==> src/inc/ops_cfg.svh <==
// Constants of the OLED panel power sequencer
// Overview of operation
// - Clear stays low until low supply risen
// - First setting writes six startup bytes
// - Core save off, then interface >200us later
// - Wait >4 sync periods, write 0x3F
// - Wait >1 sync period, write 0x46 pair
// - Wait >1 sync period, zero four registers
// - High supply on within 3 syncs
// - Power down: core, interface save on
// - Clear low after save, then supplies off
// - Power-save communication enable held low
// - Vertical sync is active low
// - Video reset high at least 3 clocks
// - Serial clock at most 2.5 MHz
// - Video link: one clock, twelve data pairs
// - Video 1920x1080, 60 Hz, 8-bit colour
`ifndef OPS_CFG_SVH
`define OPS_CFG_SVH
// Clock and timing
`define OPS_CLK_KHZ        20000
`define OPS_SCK_KHZ        800
`define OPS_SCK_HALF_CYC   ((`OPS_CLK_KHZ + 2 * `OPS_SCK_KHZ - 1) / (2 * `OPS_SCK_KHZ))
`define OPS_PS_GAP_US      200
`define OPS_PS_GAP_CYC     ((`OPS_PS_GAP_US * `OPS_CLK_KHZ) / 1000)
`define OPS_VD_GAP_LONG    5
`define OPS_VD_GAP_SHORT   2
`define OPS_VD_GAP_DOWN    1
// Panel register addresses
`define OPS_PA_MAIN        8'h00
`define OPS_PA_IFACE       8'h01
`define OPS_PA_HSHIFT      8'h02
`define OPS_PA_START4      8'h04
`define OPS_PA_FRMODE      8'h6d
`define OPS_PA_START6F     8'h6f
`define OPS_PA_START71     8'h71
`define OPS_PA_START72     8'h72
// Sequence step indices
`define OPS_STEP_CORE_OFF  5'd6
`define OPS_STEP_IF_OFF    5'd7
`define OPS_STEP_SET4      5'd8
`define OPS_STEP_SET5A     5'd9
`define OPS_STEP_SET6A     5'd11
`define OPS_STEP_UP_LAST   5'd14
`define OPS_STEP_DOWN      5'd15
`define OPS_STEP_DOWN_LAST 5'd16
// Own register map
`define OPS_REG_CTRL       4'h0
`define OPS_REG_STATUS     4'h4
`define OPS_CTRL_UP_BIT    0
`define OPS_CTRL_DOWN_BIT  1
// Video format figures
`define OPS_VID_H_ACTIVE   1920
`define OPS_VID_V_ACTIVE   1080
`define OPS_VID_FRAME_HZ   60
`define OPS_VID_DATA_PAIRS 12
`endif

==> src/inc/ops_pkg.sv <==
// Types of the OLED panel power sequencer
`default_nettype none
package ops_pkg;
    typedef enum logic [2:0] {
        ops_st_off   = 3'b000,
        ops_st_rise  = 3'b001,
        ops_st_send  = 3'b010,
        ops_st_gap   = 3'b011,
        ops_st_on    = 3'b100,
        ops_st_clear = 3'b101,
        ops_st_cut   = 3'b110
    } ops_state_type;
    typedef enum logic [2:0] {
        ops_wait_none  = 3'b000,
        ops_wait_ps    = 3'b001,
        ops_wait_long  = 3'b010,
        ops_wait_short = 3'b011,
        ops_wait_down  = 3'b100
    } ops_wait_type;
endpackage : ops_pkg
`default_nettype wire

==> src/hw/ops_sequencer.sv <==
// Host-side power sequencer for the OLED panel with AXI4-Lite control
`include "ops_cfg.svh"
`default_nettype none
module ops_sequencer #(
    parameter int ADDR_W = 4
) (
    // Clock and reset
    input  wire logic                  aclk,
    input  wire logic                  aresetn,
    // AXI4-Lite write channels
    input  wire logic [ADDR_W-1:0]     s_axi_awaddr,
    input  wire logic                  s_axi_awvalid,
    output logic                       s_axi_awready,
    input  wire logic [31:0]           s_axi_wdata,
    input  wire logic [3:0]            s_axi_wstrb,
    input  wire logic                  s_axi_wvalid,
    output logic                       s_axi_wready,
    output logic [1:0]                 s_axi_bresp,
    output logic                       s_axi_bvalid,
    input  wire logic                  s_axi_bready,
    // AXI4-Lite read channels
    input  wire logic [ADDR_W-1:0]     s_axi_araddr,
    input  wire logic                  s_axi_arvalid,
    output logic                       s_axi_arready,
    output logic [31:0]                s_axi_rdata,
    output logic [1:0]                 s_axi_rresp,
    output logic                       s_axi_rvalid,
    input  wire logic                  s_axi_rready,
    // Panel serial setting port
    output logic                       serial_select_n,
    output logic                       serial_setting_clock,
    output logic                       serial_data_out,
    // Panel control pins
    output logic                       panel_clear_n,
    output logic                       psave_comm_enable_n,
    input  wire logic                  vertical_sync_n,
    // Supply control
    output logic                       low_voltage_supply,
    output logic                       high_voltage_supply,
    input  wire logic                  low_supply_good
);
    import ops_pkg::*;

    localparam logic [12:0] HALF_CYC = 13'(`OPS_SCK_HALF_CYC);
    localparam logic [12:0] PS_CYC   = 13'(`OPS_PS_GAP_CYC + 1);

    ops_state_type state;
    ops_wait_type  gap_kind;
    logic [4:0]    step;
    logic          vd_meta, vd_q, vd_prev, good_meta, good_q;
    logic          vd_fall;
    logic          ser_active, ser_hold, ser_tick, frame_done;
    logic [12:0]   ser_cnt;
    logic [15:0]   ser_shift;
    logic [3:0]    ser_bit;
    logic [12:0]   gap_cyc;
    logic [2:0]    gap_vd;
    logic          gap_done;
    logic          up_req, down_req, ctrl_wr;
    logic          aw_held, w_held;
    logic [ADDR_W-1:0] aw_addr;
    logic [31:0]   w_data;
    logic [3:0]    w_strb;

    // Address and data of each serial write, in sequence order
    function automatic logic [15:0] ops_step_word(input logic [4:0] s);
        case (s)
            5'd0:  ops_step_word = {`OPS_PA_HSHIFT, 8'h40};
            5'd1:  ops_step_word = {`OPS_PA_START4, 8'h5f};
            5'd2:  ops_step_word = {`OPS_PA_FRMODE, 8'h04};
            5'd3:  ops_step_word = {`OPS_PA_START6F, 8'h03};
            5'd4:  ops_step_word = {`OPS_PA_START71, 8'h4e};
            5'd5:  ops_step_word = {`OPS_PA_START72, 8'h4e};
            5'd6:  ops_step_word = {`OPS_PA_MAIN, 8'h0f};
            5'd7:  ops_step_word = {`OPS_PA_IFACE, 8'h01};
            5'd8:  ops_step_word = {`OPS_PA_START4, 8'h3f};
            5'd9:  ops_step_word = {`OPS_PA_START71, 8'h46};
            5'd10: ops_step_word = {`OPS_PA_START72, 8'h46};
            5'd11: ops_step_word = {`OPS_PA_FRMODE, 8'h00};
            5'd12: ops_step_word = {`OPS_PA_START6F, 8'h00};
            5'd13: ops_step_word = {`OPS_PA_START71, 8'h00};
            5'd14: ops_step_word = {`OPS_PA_START72, 8'h00};
            5'd15: ops_step_word = {`OPS_PA_MAIN, 8'h0e};
            5'd16: ops_step_word = {`OPS_PA_IFACE, 8'h00};
            default: ops_step_word = 16'h0000;
        endcase
    endfunction : ops_step_word

    // Wait that must follow each write before the next one
    function automatic ops_wait_type ops_step_wait(input logic [4:0] s);
        case (s)
            5'd6:  ops_step_wait = ops_wait_ps;
            5'd7:  ops_step_wait = ops_wait_long;
            5'd8:  ops_step_wait = ops_wait_short;
            5'd10: ops_step_wait = ops_wait_short;
            5'd16: ops_step_wait = ops_wait_down;
            default: ops_step_wait = ops_wait_none;
        endcase
    endfunction : ops_step_wait

    // Pin synchronisers; the first (meta) stage is never looked at
    always_ff @(posedge aclk) begin
        if (!aresetn) begin
            vd_meta   <= 1'b1;
            vd_q      <= 1'b1;
            vd_prev   <= 1'b1;
            good_meta <= 1'b0;
            good_q    <= 1'b0;
        end else begin
            vd_meta   <= vertical_sync_n;
            vd_q      <= vd_meta;
            vd_prev   <= vd_q;
            good_meta <= low_supply_good;
            good_q    <= good_meta;
        end
    end

    // Sync pulse starts on the falling edge
    assign vd_fall = vd_prev && !vd_q;

    // Fixed level, the only one the panel accepts
    assign psave_comm_enable_n = 1'b0;

    // Sequencer state and step index
    always_ff @(posedge aclk) begin
        if (!aresetn) begin
            state <= ops_st_off;
            step  <= 5'd0;
        end else begin
            unique case (state)
                ops_st_off:   if (up_req) state <= ops_st_rise;
                ops_st_rise: begin
                    if (good_q) begin
                        state <= ops_st_send;
                        step  <= 5'd0;
                    end
                end
                ops_st_send:  if (frame_done) state <= ops_st_gap;
                ops_st_gap: begin
                    if (gap_done) begin
                        if (step == `OPS_STEP_UP_LAST) state <= ops_st_on;
                        else if (step == `OPS_STEP_DOWN_LAST) state <= ops_st_clear;
                        else begin
                            state <= ops_st_send;
                            step  <= step + 5'd1;
                        end
                    end
                end
                ops_st_on: begin
                    if (down_req) begin
                        state <= ops_st_send;
                        step  <= `OPS_STEP_DOWN;
                    end
                end
                ops_st_clear: state <= ops_st_cut;
                ops_st_cut:   state <= ops_st_off;
                default:      state <= ops_st_off;
            endcase
        end
    end

    // Serial frame: 8 address bits then 8 data bits, MSB first, sampled on rise
    assign ser_tick   = ser_active && (ser_cnt == HALF_CYC - 13'd1);
    assign frame_done = ser_tick && ser_hold;
    always_ff @(posedge aclk) begin
        if (!aresetn) begin
            ser_active           <= 1'b0;
            ser_hold             <= 1'b0;
            ser_cnt              <= 13'd0;
            ser_shift            <= 16'h0000;
            ser_bit              <= 4'd0;
            serial_select_n      <= 1'b1;
            serial_setting_clock <= 1'b0;
            serial_data_out      <= 1'b0;
        end else if (!ser_active) begin
            // Select low leads the first rise by half a period of setup
            if (state == ops_st_send) begin
                ser_active      <= 1'b1;
                ser_hold        <= 1'b0;
                ser_cnt         <= 13'd0;
                ser_shift       <= ops_step_word(step);
                ser_bit         <= 4'd15;
                serial_select_n <= 1'b0;
                serial_data_out <= ops_step_word(step)[15];
            end
        end else if (!ser_tick) begin
            ser_cnt <= ser_cnt + 13'd1;
        end else begin
            ser_cnt <= 13'd0;
            if (ser_hold) begin
                serial_select_n <= 1'b1;
                ser_active      <= 1'b0;
            end else if (!serial_setting_clock) begin
                serial_setting_clock <= 1'b1;
            end else begin
                serial_setting_clock <= 1'b0;
                if (ser_bit == 4'd0) begin
                    ser_hold <= 1'b1;
                end else begin
                    ser_bit         <= ser_bit - 4'd1;
                    serial_data_out <= ser_shift[ser_bit-4'd1];
                end
            end
        end
    end

    // Gap timer starts when select goes high at the end of a frame
    always_ff @(posedge aclk) begin
        if (!aresetn) begin
            gap_kind <= ops_wait_none;
            gap_cyc  <= 13'd0;
            gap_vd   <= 3'd0;
        end else if (frame_done) begin
            gap_kind <= ops_step_wait(step);
            gap_cyc  <= 13'd0;
            gap_vd   <= 3'd0;
        end else if (state == ops_st_gap) begin
            if (gap_cyc != 13'h1fff) gap_cyc <= gap_cyc + 13'd1;
            // Falls seen in the first two gap cycles predate select rising
            if (vd_fall && gap_cyc >= 13'd2 && gap_vd != 3'd7) gap_vd <= gap_vd + 3'd1;
        end
    end

    // Every gap also keeps select high for at least half a clock period
    always_comb begin
        gap_done = 1'b0;
        if (state == ops_st_gap && gap_cyc >= HALF_CYC) begin
            unique case (gap_kind)
                ops_wait_none:  gap_done = 1'b1;
                ops_wait_ps:    gap_done = gap_cyc >= PS_CYC;
                ops_wait_long:  gap_done = gap_vd >= 3'(`OPS_VD_GAP_LONG);
                ops_wait_short: gap_done = gap_vd >= 3'(`OPS_VD_GAP_SHORT);
                ops_wait_down:  gap_done = gap_vd >= 3'(`OPS_VD_GAP_DOWN);
                default:        gap_done = 1'b0;
            endcase
        end
    end

    // Supplies and clear pin
    always_ff @(posedge aclk) begin
        if (!aresetn) begin
            low_voltage_supply  <= 1'b0;
            high_voltage_supply <= 1'b0;
            panel_clear_n       <= 1'b0;
        end else begin
            if (state == ops_st_off && up_req) low_voltage_supply <= 1'b1;
            if (state == ops_st_rise && good_q) panel_clear_n <= 1'b1;
            // High supply switched at once, well inside three sync periods
            if (frame_done && step == `OPS_STEP_IF_OFF) high_voltage_supply <= 1'b1;
            if (state == ops_st_clear) panel_clear_n <= 1'b0;
            if (state == ops_st_cut) begin
                low_voltage_supply  <= 1'b0;
                high_voltage_supply <= 1'b0;
            end
        end
    end

    // Write channel: address and data taken in any order
    assign s_axi_awready = !aw_held && !s_axi_bvalid;
    assign s_axi_wready  = !w_held && !s_axi_bvalid;
    always_ff @(posedge aclk) begin
        if (!aresetn) begin
            aw_held      <= 1'b0;
            w_held       <= 1'b0;
            aw_addr      <= '0;
            w_data       <= 32'h0000_0000;
            w_strb       <= 4'h0;
            s_axi_bvalid <= 1'b0;
            s_axi_bresp  <= 2'b00;
        end else begin
            if (s_axi_awvalid && s_axi_awready) begin
                aw_held <= 1'b1;
                aw_addr <= s_axi_awaddr;
            end
            if (s_axi_wvalid && s_axi_wready) begin
                w_held <= 1'b1;
                w_data <= s_axi_wdata;
                w_strb <= s_axi_wstrb;
            end
            if (aw_held && w_held) begin
                aw_held      <= 1'b0;
                w_held       <= 1'b0;
                s_axi_bvalid <= 1'b1;
                s_axi_bresp  <= (aw_addr == ADDR_W'(`OPS_REG_CTRL)) ? 2'b00 : 2'b10;
            end else if (s_axi_bvalid && s_axi_bready) s_axi_bvalid <= 1'b0;
        end
    end

    // Control writes are one-shot requests; a wrong-state request is dropped
    assign ctrl_wr  = aw_held && w_held && w_strb[0] && (aw_addr == ADDR_W'(`OPS_REG_CTRL));
    assign up_req   = ctrl_wr && w_data[`OPS_CTRL_UP_BIT];
    assign down_req = ctrl_wr && w_data[`OPS_CTRL_DOWN_BIT];

    // Read channel: one cycle after the address is taken
    assign s_axi_arready = !s_axi_rvalid;
    always_ff @(posedge aclk) begin
        if (!aresetn) begin
            s_axi_rvalid <= 1'b0;
            s_axi_rdata  <= 32'h0000_0000;
            s_axi_rresp  <= 2'b00;
        end else if (s_axi_arvalid && s_axi_arready) begin
            s_axi_rvalid <= 1'b1;
            s_axi_rresp  <= 2'b00;
            if (s_axi_araddr == ADDR_W'(`OPS_REG_STATUS)) begin
                s_axi_rdata <= {11'h000, step, 5'h00, state, 3'h0, panel_clear_n,
                                high_voltage_supply, low_voltage_supply,
                                (state == ops_st_on),
                                (state != ops_st_off && state != ops_st_on)};
            end else begin
                s_axi_rdata <= 32'h0000_0000;
                if (s_axi_araddr != ADDR_W'(`OPS_REG_CTRL)) s_axi_rresp <= 2'b10;
            end
        end else if (s_axi_rvalid && s_axi_rready) s_axi_rvalid <= 1'b0;
    end

    // Helper counters of select-high time, for the checks only
    logic [12:0] chk_cyc;
    logic [2:0]  chk_vd;
    always_ff @(posedge aclk) begin
        if (!aresetn || !serial_select_n) begin
            chk_cyc <= 13'd0;
            chk_vd  <= 3'd0;
        end else begin
            if (chk_cyc != 13'h1fff) chk_cyc <= chk_cyc + 13'd1;
            if (vd_fall && chk_cyc >= 13'd2 && chk_vd != 3'd7) chk_vd <= chk_vd + 3'd1;
        end
    end
endmodule : ops_sequencer
`default_nettype wire

==> config.mk <==
export PLATFORM = sky130hd
export DESIGN_NAME = ops_sequencer
export DESIGN_NICKNAME = d
export VERILOG_FILES = /design/src/inc/ops_pkg.sv /design/src/hw/ops_sequencer.sv
export VERILOG_INCLUDE_DIRS = /design/src /design/src/inc
export SDC_FILE = /design/constraint.sdc
export NUM_CORES = 1
export LEC_CHECK = 0
export ABC_AREA = 1
export CORE_ASPECT_RATIO = 0.5
export CORE_UTILIZATION = 25
export CTS_CLUSTER_DIAMETER = 40
export CTS_CLUSTER_SIZE = 40
export DETAILED_ROUTE_END_ITERATION = 12
export DONT_BUFFER_PORTS = 1
export SETUP_SLACK_MARGIN = 0.2
export SYNTH_ARGS = -nofsm -noshare
export SYNTH_HDL_FRONTEND = slang
export SYNTH_SLANG_ARGS = --single-unit
==> constraint.sdc <==
create_clock -name aclk -period 5.01 [get_ports aclk]
set_input_delay 0.501 -clock aclk [delete_from_list [all_inputs] [get_ports aclk]]
set_output_delay 0.501 -clock aclk [all_outputs]
set_load 0.01 [all_outputs]
Word level (Yosys, flattened, before mapping) --
Memory sizes are Yosys's and may differ from the RTL's. A register that Yosys moved wholly into a read port is not among the register bits. Cells that the tools add are included.
Storage, ports and cells: register bits 120, latch bits 0, bits in writable memories 0, memory bits (read-only) 448, input bits 53, output and inout bits 48, memories 1
Operators by class: $add $sub $neg 5, $mul 0, divide/modulo/power cells 0, $lt $le $gt $ge 7, equal/unequal tests 33, shift operators 0, muxes and demuxes 56, bitwise operators 3, reduce and logical (&&, ||, !) cells 52
Memory list:
- (no name shown) | depth 32, bits a word 14, rd ports 1, clocked after memory_dff 1, wr ports 0, RTL line ops_sequencer.sv:67 | case (s)
Operators with widths (number):
- $mux 13 | 3
- $add 13x1->13 const B | 2
- $mux 1 | 26
- $mux 5 | 5
- $mux 4 | 6
- $logic_and 1x1->1 | 22
- $mux 21 | 1
- $mux 3 | 7
- $ne 2x2->1 const B | 10
- $pmux 3 s6 | 1
- $eq 5x4->1 const B | 3
- $pmux 5 s3 | 1
- $eq 13x4->1 const B | 1
- $ge 13x12->1 const B | 1
- $ge 13x2->1 const B | 1
- $ge 13x4->1 const B | 1
- $ne 13x13->1 const B | 1
- $eq 3x2->1 const B | 4
- $eq 3x3->1 const B | 4
- $pmux 3 s4 | 1
- $eq 5x3->1 const B | 2
- $reduce_and 5->1 | 2
- $reduce_or 2->1 | 5
- $logic_not 4->1 | 2
- other kinds (24) | 44

Depth between registers and ports, before layout --
depth in word-level cells 8, gate-level depth with buffers 14, depth with buffers taken out 14

Worst setup path after synthesis --
OpenSTA, ideal clock, no wires.
path kind flip-flop to flip-flop, start reg ser_bit[0], end reg serial_data_out, library setup time 0.070 ns, arrival 1.932 ns, required time 4.940 ns, slack 3.008 ns, cell stages (with the launch flop) 11, period minus slack after synthesis 2.002 ns, cells stage by stage dfxtp_1 > clkbuf_1 > clkinv_1 > ha_1 > clkbuf_1 > inv_1 > a21oi_1 > a21oi_1 > o211ai_1 > nand4_1 > a21oi_1
On the way: longest elaborated chain between the ends 8, elaborated cells between the ends (all ways) 11
RTL lines:
- from (decl) | RTL line ops_sequencer.sv:55 | logic [3:0] ser_bit;
- from (signal assigned) | RTL line ops_sequencer.sv:200 | ser_bit <= ser_bit - 4'd1;
- $sub 4x1->4 | RTL line ops_sequencer.sv:201 | serial_data_out <= ser_shift[ser_bit-4'd1];
- $bmux 1 s4 | RTL line ops_sequencer.sv:201
- $mux 1 (implied by the code) | RTL line ops_sequencer.sv:201
- $mux 1 | RTL line ops_sequencer.sv:197 | if (ser_bit == 4'd0) begin
- $mux 1 | RTL line ops_sequencer.sv:193 | end else if (!serial_setting_clock) begin
- $mux 1 | RTL line ops_sequencer.sv:190 | if (ser_hold) begin
- $mux 1 | RTL line ops_sequencer.sv:186 | end else if (!ser_tick) begin
- $mux 1 | RTL line ops_sequencer.sv:175 | end else if (!ser_active) begin
- to (signal assigned) | RTL line ops_sequencer.sv:184 | serial_data_out <= ops_step_word(step)[15];
- to (signal assigned) | RTL line ops_sequencer.sv:201
- to (decl) | RTL line ops_sequencer.sv:32 | output logic serial_data_out,
Parallel ways exist; a longest one is shown, timed or not. The select of a mux whose other input is x is not followed. A chain may end at the register's enable or synchronous reset.

Final worst setup path --
start reg state[2], end reg ser_bit[3]
On the way: longest elaborated chain between the ends 3
RTL lines:
- from (decl) | RTL line ops_sequencer.sv:47 | ops_state_type state;
- from (signal assigned) | RTL line ops_sequencer.sv:127 | state <= ops_st_off;
- from (signal assigned) | RTL line ops_sequencer.sv:131 | ops_st_off: if (up_req) state <= ops_st_rise;
- from (signal assigned) | RTL line ops_sequencer.sv:134 | state <= ops_st_send;
- $eq 3x2->1 | RTL line ops_sequencer.sv:177 | if (state == ops_st_send) begin
- $reduce_bool 2->1 (no line)
- $reduce_and 5->1 (no line)
Every way passes these cells.

==> impl_metrics.py <==
metrics = {
    "run_status": {
        "status": "finished, final reports clean",
    },
    "detailed_routing": {
        "drtIter0Drc": 317,
        "wl_per_cell_um": 11.8,
        "via_count": 4473,
        "drc": 0,
        "routed_wl_um": 11800,
        "via_per_inst": 4.48,
        "drt_pass1_iterations": 4,
        "ant_nets": 0,
    },
    "pwr": {
        "swShare": 0.386,
        "totalPowerFinal_mw": 2.43,
        "combinationalPowerShare": 0.313,
        "switchingPower_uw": 940,
        "cellPowerDensity_nw_per_um2": 439,
        "p_leak_nw": 2.16,
        "power.share.sequential": 0.388,
        "ir_drop_mv": 0.203,
        "clkPwrFrac": 0.298,
        "p_int_mw": 1.49,
    },
    "flow_run": {
        "drv_cap": 0,
    },
    "final_layout": {
        "diodes": 0,
        "final_common_cell": "nand2_1",
        "finalInstanceArea_um2": 5540,
        "num-nets-final": 800,
        "area_growth_pct": 9.72,
        "final_cell_mix": "nand2_1, dfxtp_1, inv_1, nor2_1, a21oi_1",
        "num-fill-cells": 2173,
        "layout-drive-gt1-share": 0.0464,
    },
    "sta": {
        "setup_tns_ns": 0,
        "fmax_mhz": 416,
        "finClkSkew_ns": 0.00778,
        "period_needed_ns": 2.40,
        "hold_ws_ns": 0.243,
        "finalSetupViolCount": 0,
        "worst_slew_pin_slew_ns": 0.816,
        "hold_viol": 0,
        "slew_headroom": 0.454,
        "grt_setup_unrepaired": "false",
        "fin_ws_ns": 2.61,
        "slew_viol_final": 0,
        "fin_crit_sh": 0.479,
    },
    "die": {
        "die_w_um": 203,
        "die-area_um2": 20800,
        "core_area_um2": 19600,
        "initial_core_util": 0.258,
        "die-height_um": 102,
        "num_rows": 36,
        "boundaryPins": 101,
    },
    "global_routing": {
        "antenna_found_initial": 0,
        "grtUsageTotal": 0.122,
        "grt_pass1_wl_um": 20200,
        "grt_pass1_vias": 4213,
        "gr-total-overflow": 0,
        "grt_max_degree": 40,
    },
    "placement": {
        "place_congestion": 0.857,
        "place_hpwl_um": 8570,
        "pre_cts_ws_ns": 2.65,
        "place_area_um2": 5220,
        "io_buffers": 0,
    },
    "critical_path": {
        "slowest_stage": "nor2_1",
        "cp-end-kind": "flop",
        "critPathMaxFanout": 12,
        "reg2reg_slack_ns": 2.61,
        "worstSetupPathType": "reg -> reg",
        "cp_cell_sequence": "nor3_2 > nor2_1 > inv_1 > nand2_1 > o21ai_1 > o21ai_0 > a31oi_1",
        "crit_buf_inv": 1,
        "path_delay_family": "simple AND/OR/NAND/NOR gates",
        "crit_arrival_ns": 2.63,
        "rr_worst_depth": 7,
        "worstPathRequired_ns": 5.23,
        "r2r_start": "state[2]",
        "timing.rr.end": "ser_bit[3]",
        "max_stage_delay_ns": 0.65,
        "start_kind": "flop",
    },
    "synthesis": {
        "synthSimpleGateAreaFrac": 0.276,
        "synth-compound-area-share": 0.164,
        "synth_area_um2": 5050,
        "synth_edf_count": 0,
        "synth_xor_area_frac": 0.00694,
        "synth_cell_types": 42,
        "synthTopCellsByArea": "dfxtp_1, nand2_1, a21oi_1, inv_1, nor2_1",
        "synth_warnings": 0,
        "synth_top_cell_by_area": "dfxtp_1",
        "async_flop_share": 0,
        "syn_area_per_cell_um2": 6.85,
        "ys_seq_area_frac": 0.381,
        "synth_top_area_share": 0.381,
        "ys.flop_type": "dfxtp_1",
        "synth_top_family_by_area": "simple AND/OR/NAND/NOR gates",
        "syn_inst": 737,
        "synthMuxAreaShare": 0,
        "synthAdderAreaFrac": 0.0496,
        "ys_seq_elements": 96,
    },
    "worst_hold_path": {
        "worstHoldEndpoint": "good_meta",
        "hold_start": "low_supply_good",
        "hold_path.class": "in -> reg",
        "whs_path_depth": 2,
    },
    "clock_network": {
        "cts_post_setup_buffers_inserted": 0,
        "numClockSinks": 96,
        "cts_resized": 0,
        "htreeDepth": 3,
        "cts_buffers": 9,
        "cts_tree": "yes",
        "holdBufCountCts": 0,
        "path_clk_slew_ns": 0.07,
        "cts_buffer_depth": 2,
        "clockRootBuffer": "clkbuf_16",
        "worstSkewPairLatency_ns": 0.35,
    },
}
[state kept, by name, indices dropped and copies added, names as in the netlist, 2 cells and up]
signal / count
aw_addr: 4
gap_cyc: 13
gap_kind: 3
gap_vd: 3
s_axi_rdata: 13
ser_bit: 4
ser_cnt: 13
ser_shift: 13
state: 3
step: 5
w_data: 2
[area by class of cell]
cell class / count / area, um2 / area share
Tap cell: 266 / 333 / 0.0601
Sequential cell: 96 / 1920 / 0.347
Timing Repair Buffer: 2 / 15.0 / 0.00271
Clock inverter: 6 / 75.1 / 0.0136
Inverter: 98 / 368 / 0.0664
Clock buffer: 10 / 239 / 0.0432
Multi-Input combinational cell: 520 / 2580 / 0.467
[cells in the mapped netlist (2+ instances only)]
master      n
xnor2_1     2
or2_2       5
o22ai_1     5
buf_4      22
o21ai_0    47
nand3_1    44
o21a_1      2
clkinv_1    3
a211oi_1    3
inv_1      91
dfxtp_1    96
o211ai_1    4
nor2_1     83
nor3_2      2
a21oi_1    76
xor2_1      2
o21ai_1     4
ha_1       20
inv_2       4
nand2_1   140
clkbuf_1   20
nor3_1     21
nor4_1      3
a32oi_1     2
nand4_1    15
buf_2       2
a31oi_1     4
[power groups by stage]
stage | Sequential, mW | Combinational (mW) | Clock (mW)
6_report | 0.944 | 0.762 | 0.726
5_1_grt | 0.957 | 0.885 | 0.777
4_1_cts | 0.941 | 0.757 | 0.746
3_5_place_dp | 0.959 | 0.750 | 0
3_3_place_gp | 0.957 | 0.747 | 0
2_1_floorplan | 0.901 | 0.658 | 0
[how the worst max path moves through the flow]
stage	startpoint	slack [ns]	endpoint	cells after the start
after global routing	state[2]	2.31	ser_bit[1]	7
after CTS	state[2]	2.64	ser_bit[3]	7
final	state[2]	2.61	ser_bit[3]	7
after detailed placement	state[2]	2.65	ser_bit[3]	7
after floorplan	ser_bit[0]	3.01	serial_data_out	10
after global placement	state[1]	2.61	gap_kind[1]	8
[metrics by stage]
stage                      util  instances
after global routing      0.283        998
after global placement    0.267        982
final                     0.283        998
after detailed placement  0.267        982
after CTS                 0.283        998
after floorplan               -        758
[metal layers]
layer / vias up / GRT usage / wire length (um)
met5: - / 0 / 0
met4: 0 / 0.0312 / 102
met3: 5 / 0.0389 / 553
met2: 79 / 0.198 / 5180
met1: 2032 / 0.157 / 5970
li1: 2357 / - / -
[kinds of logic after synthesis]
kind of cell / Yosys count
AO/OA/AOI/OAI: 153
XOR/XNOR: 4
other: 1
buffers and inverters: 142
adder cells (fa/ha/maj): 20
AND/OR/NAND/NOR: 321
flip-flops: 96
Note: power is estimated with default switching activity, not from simulation.
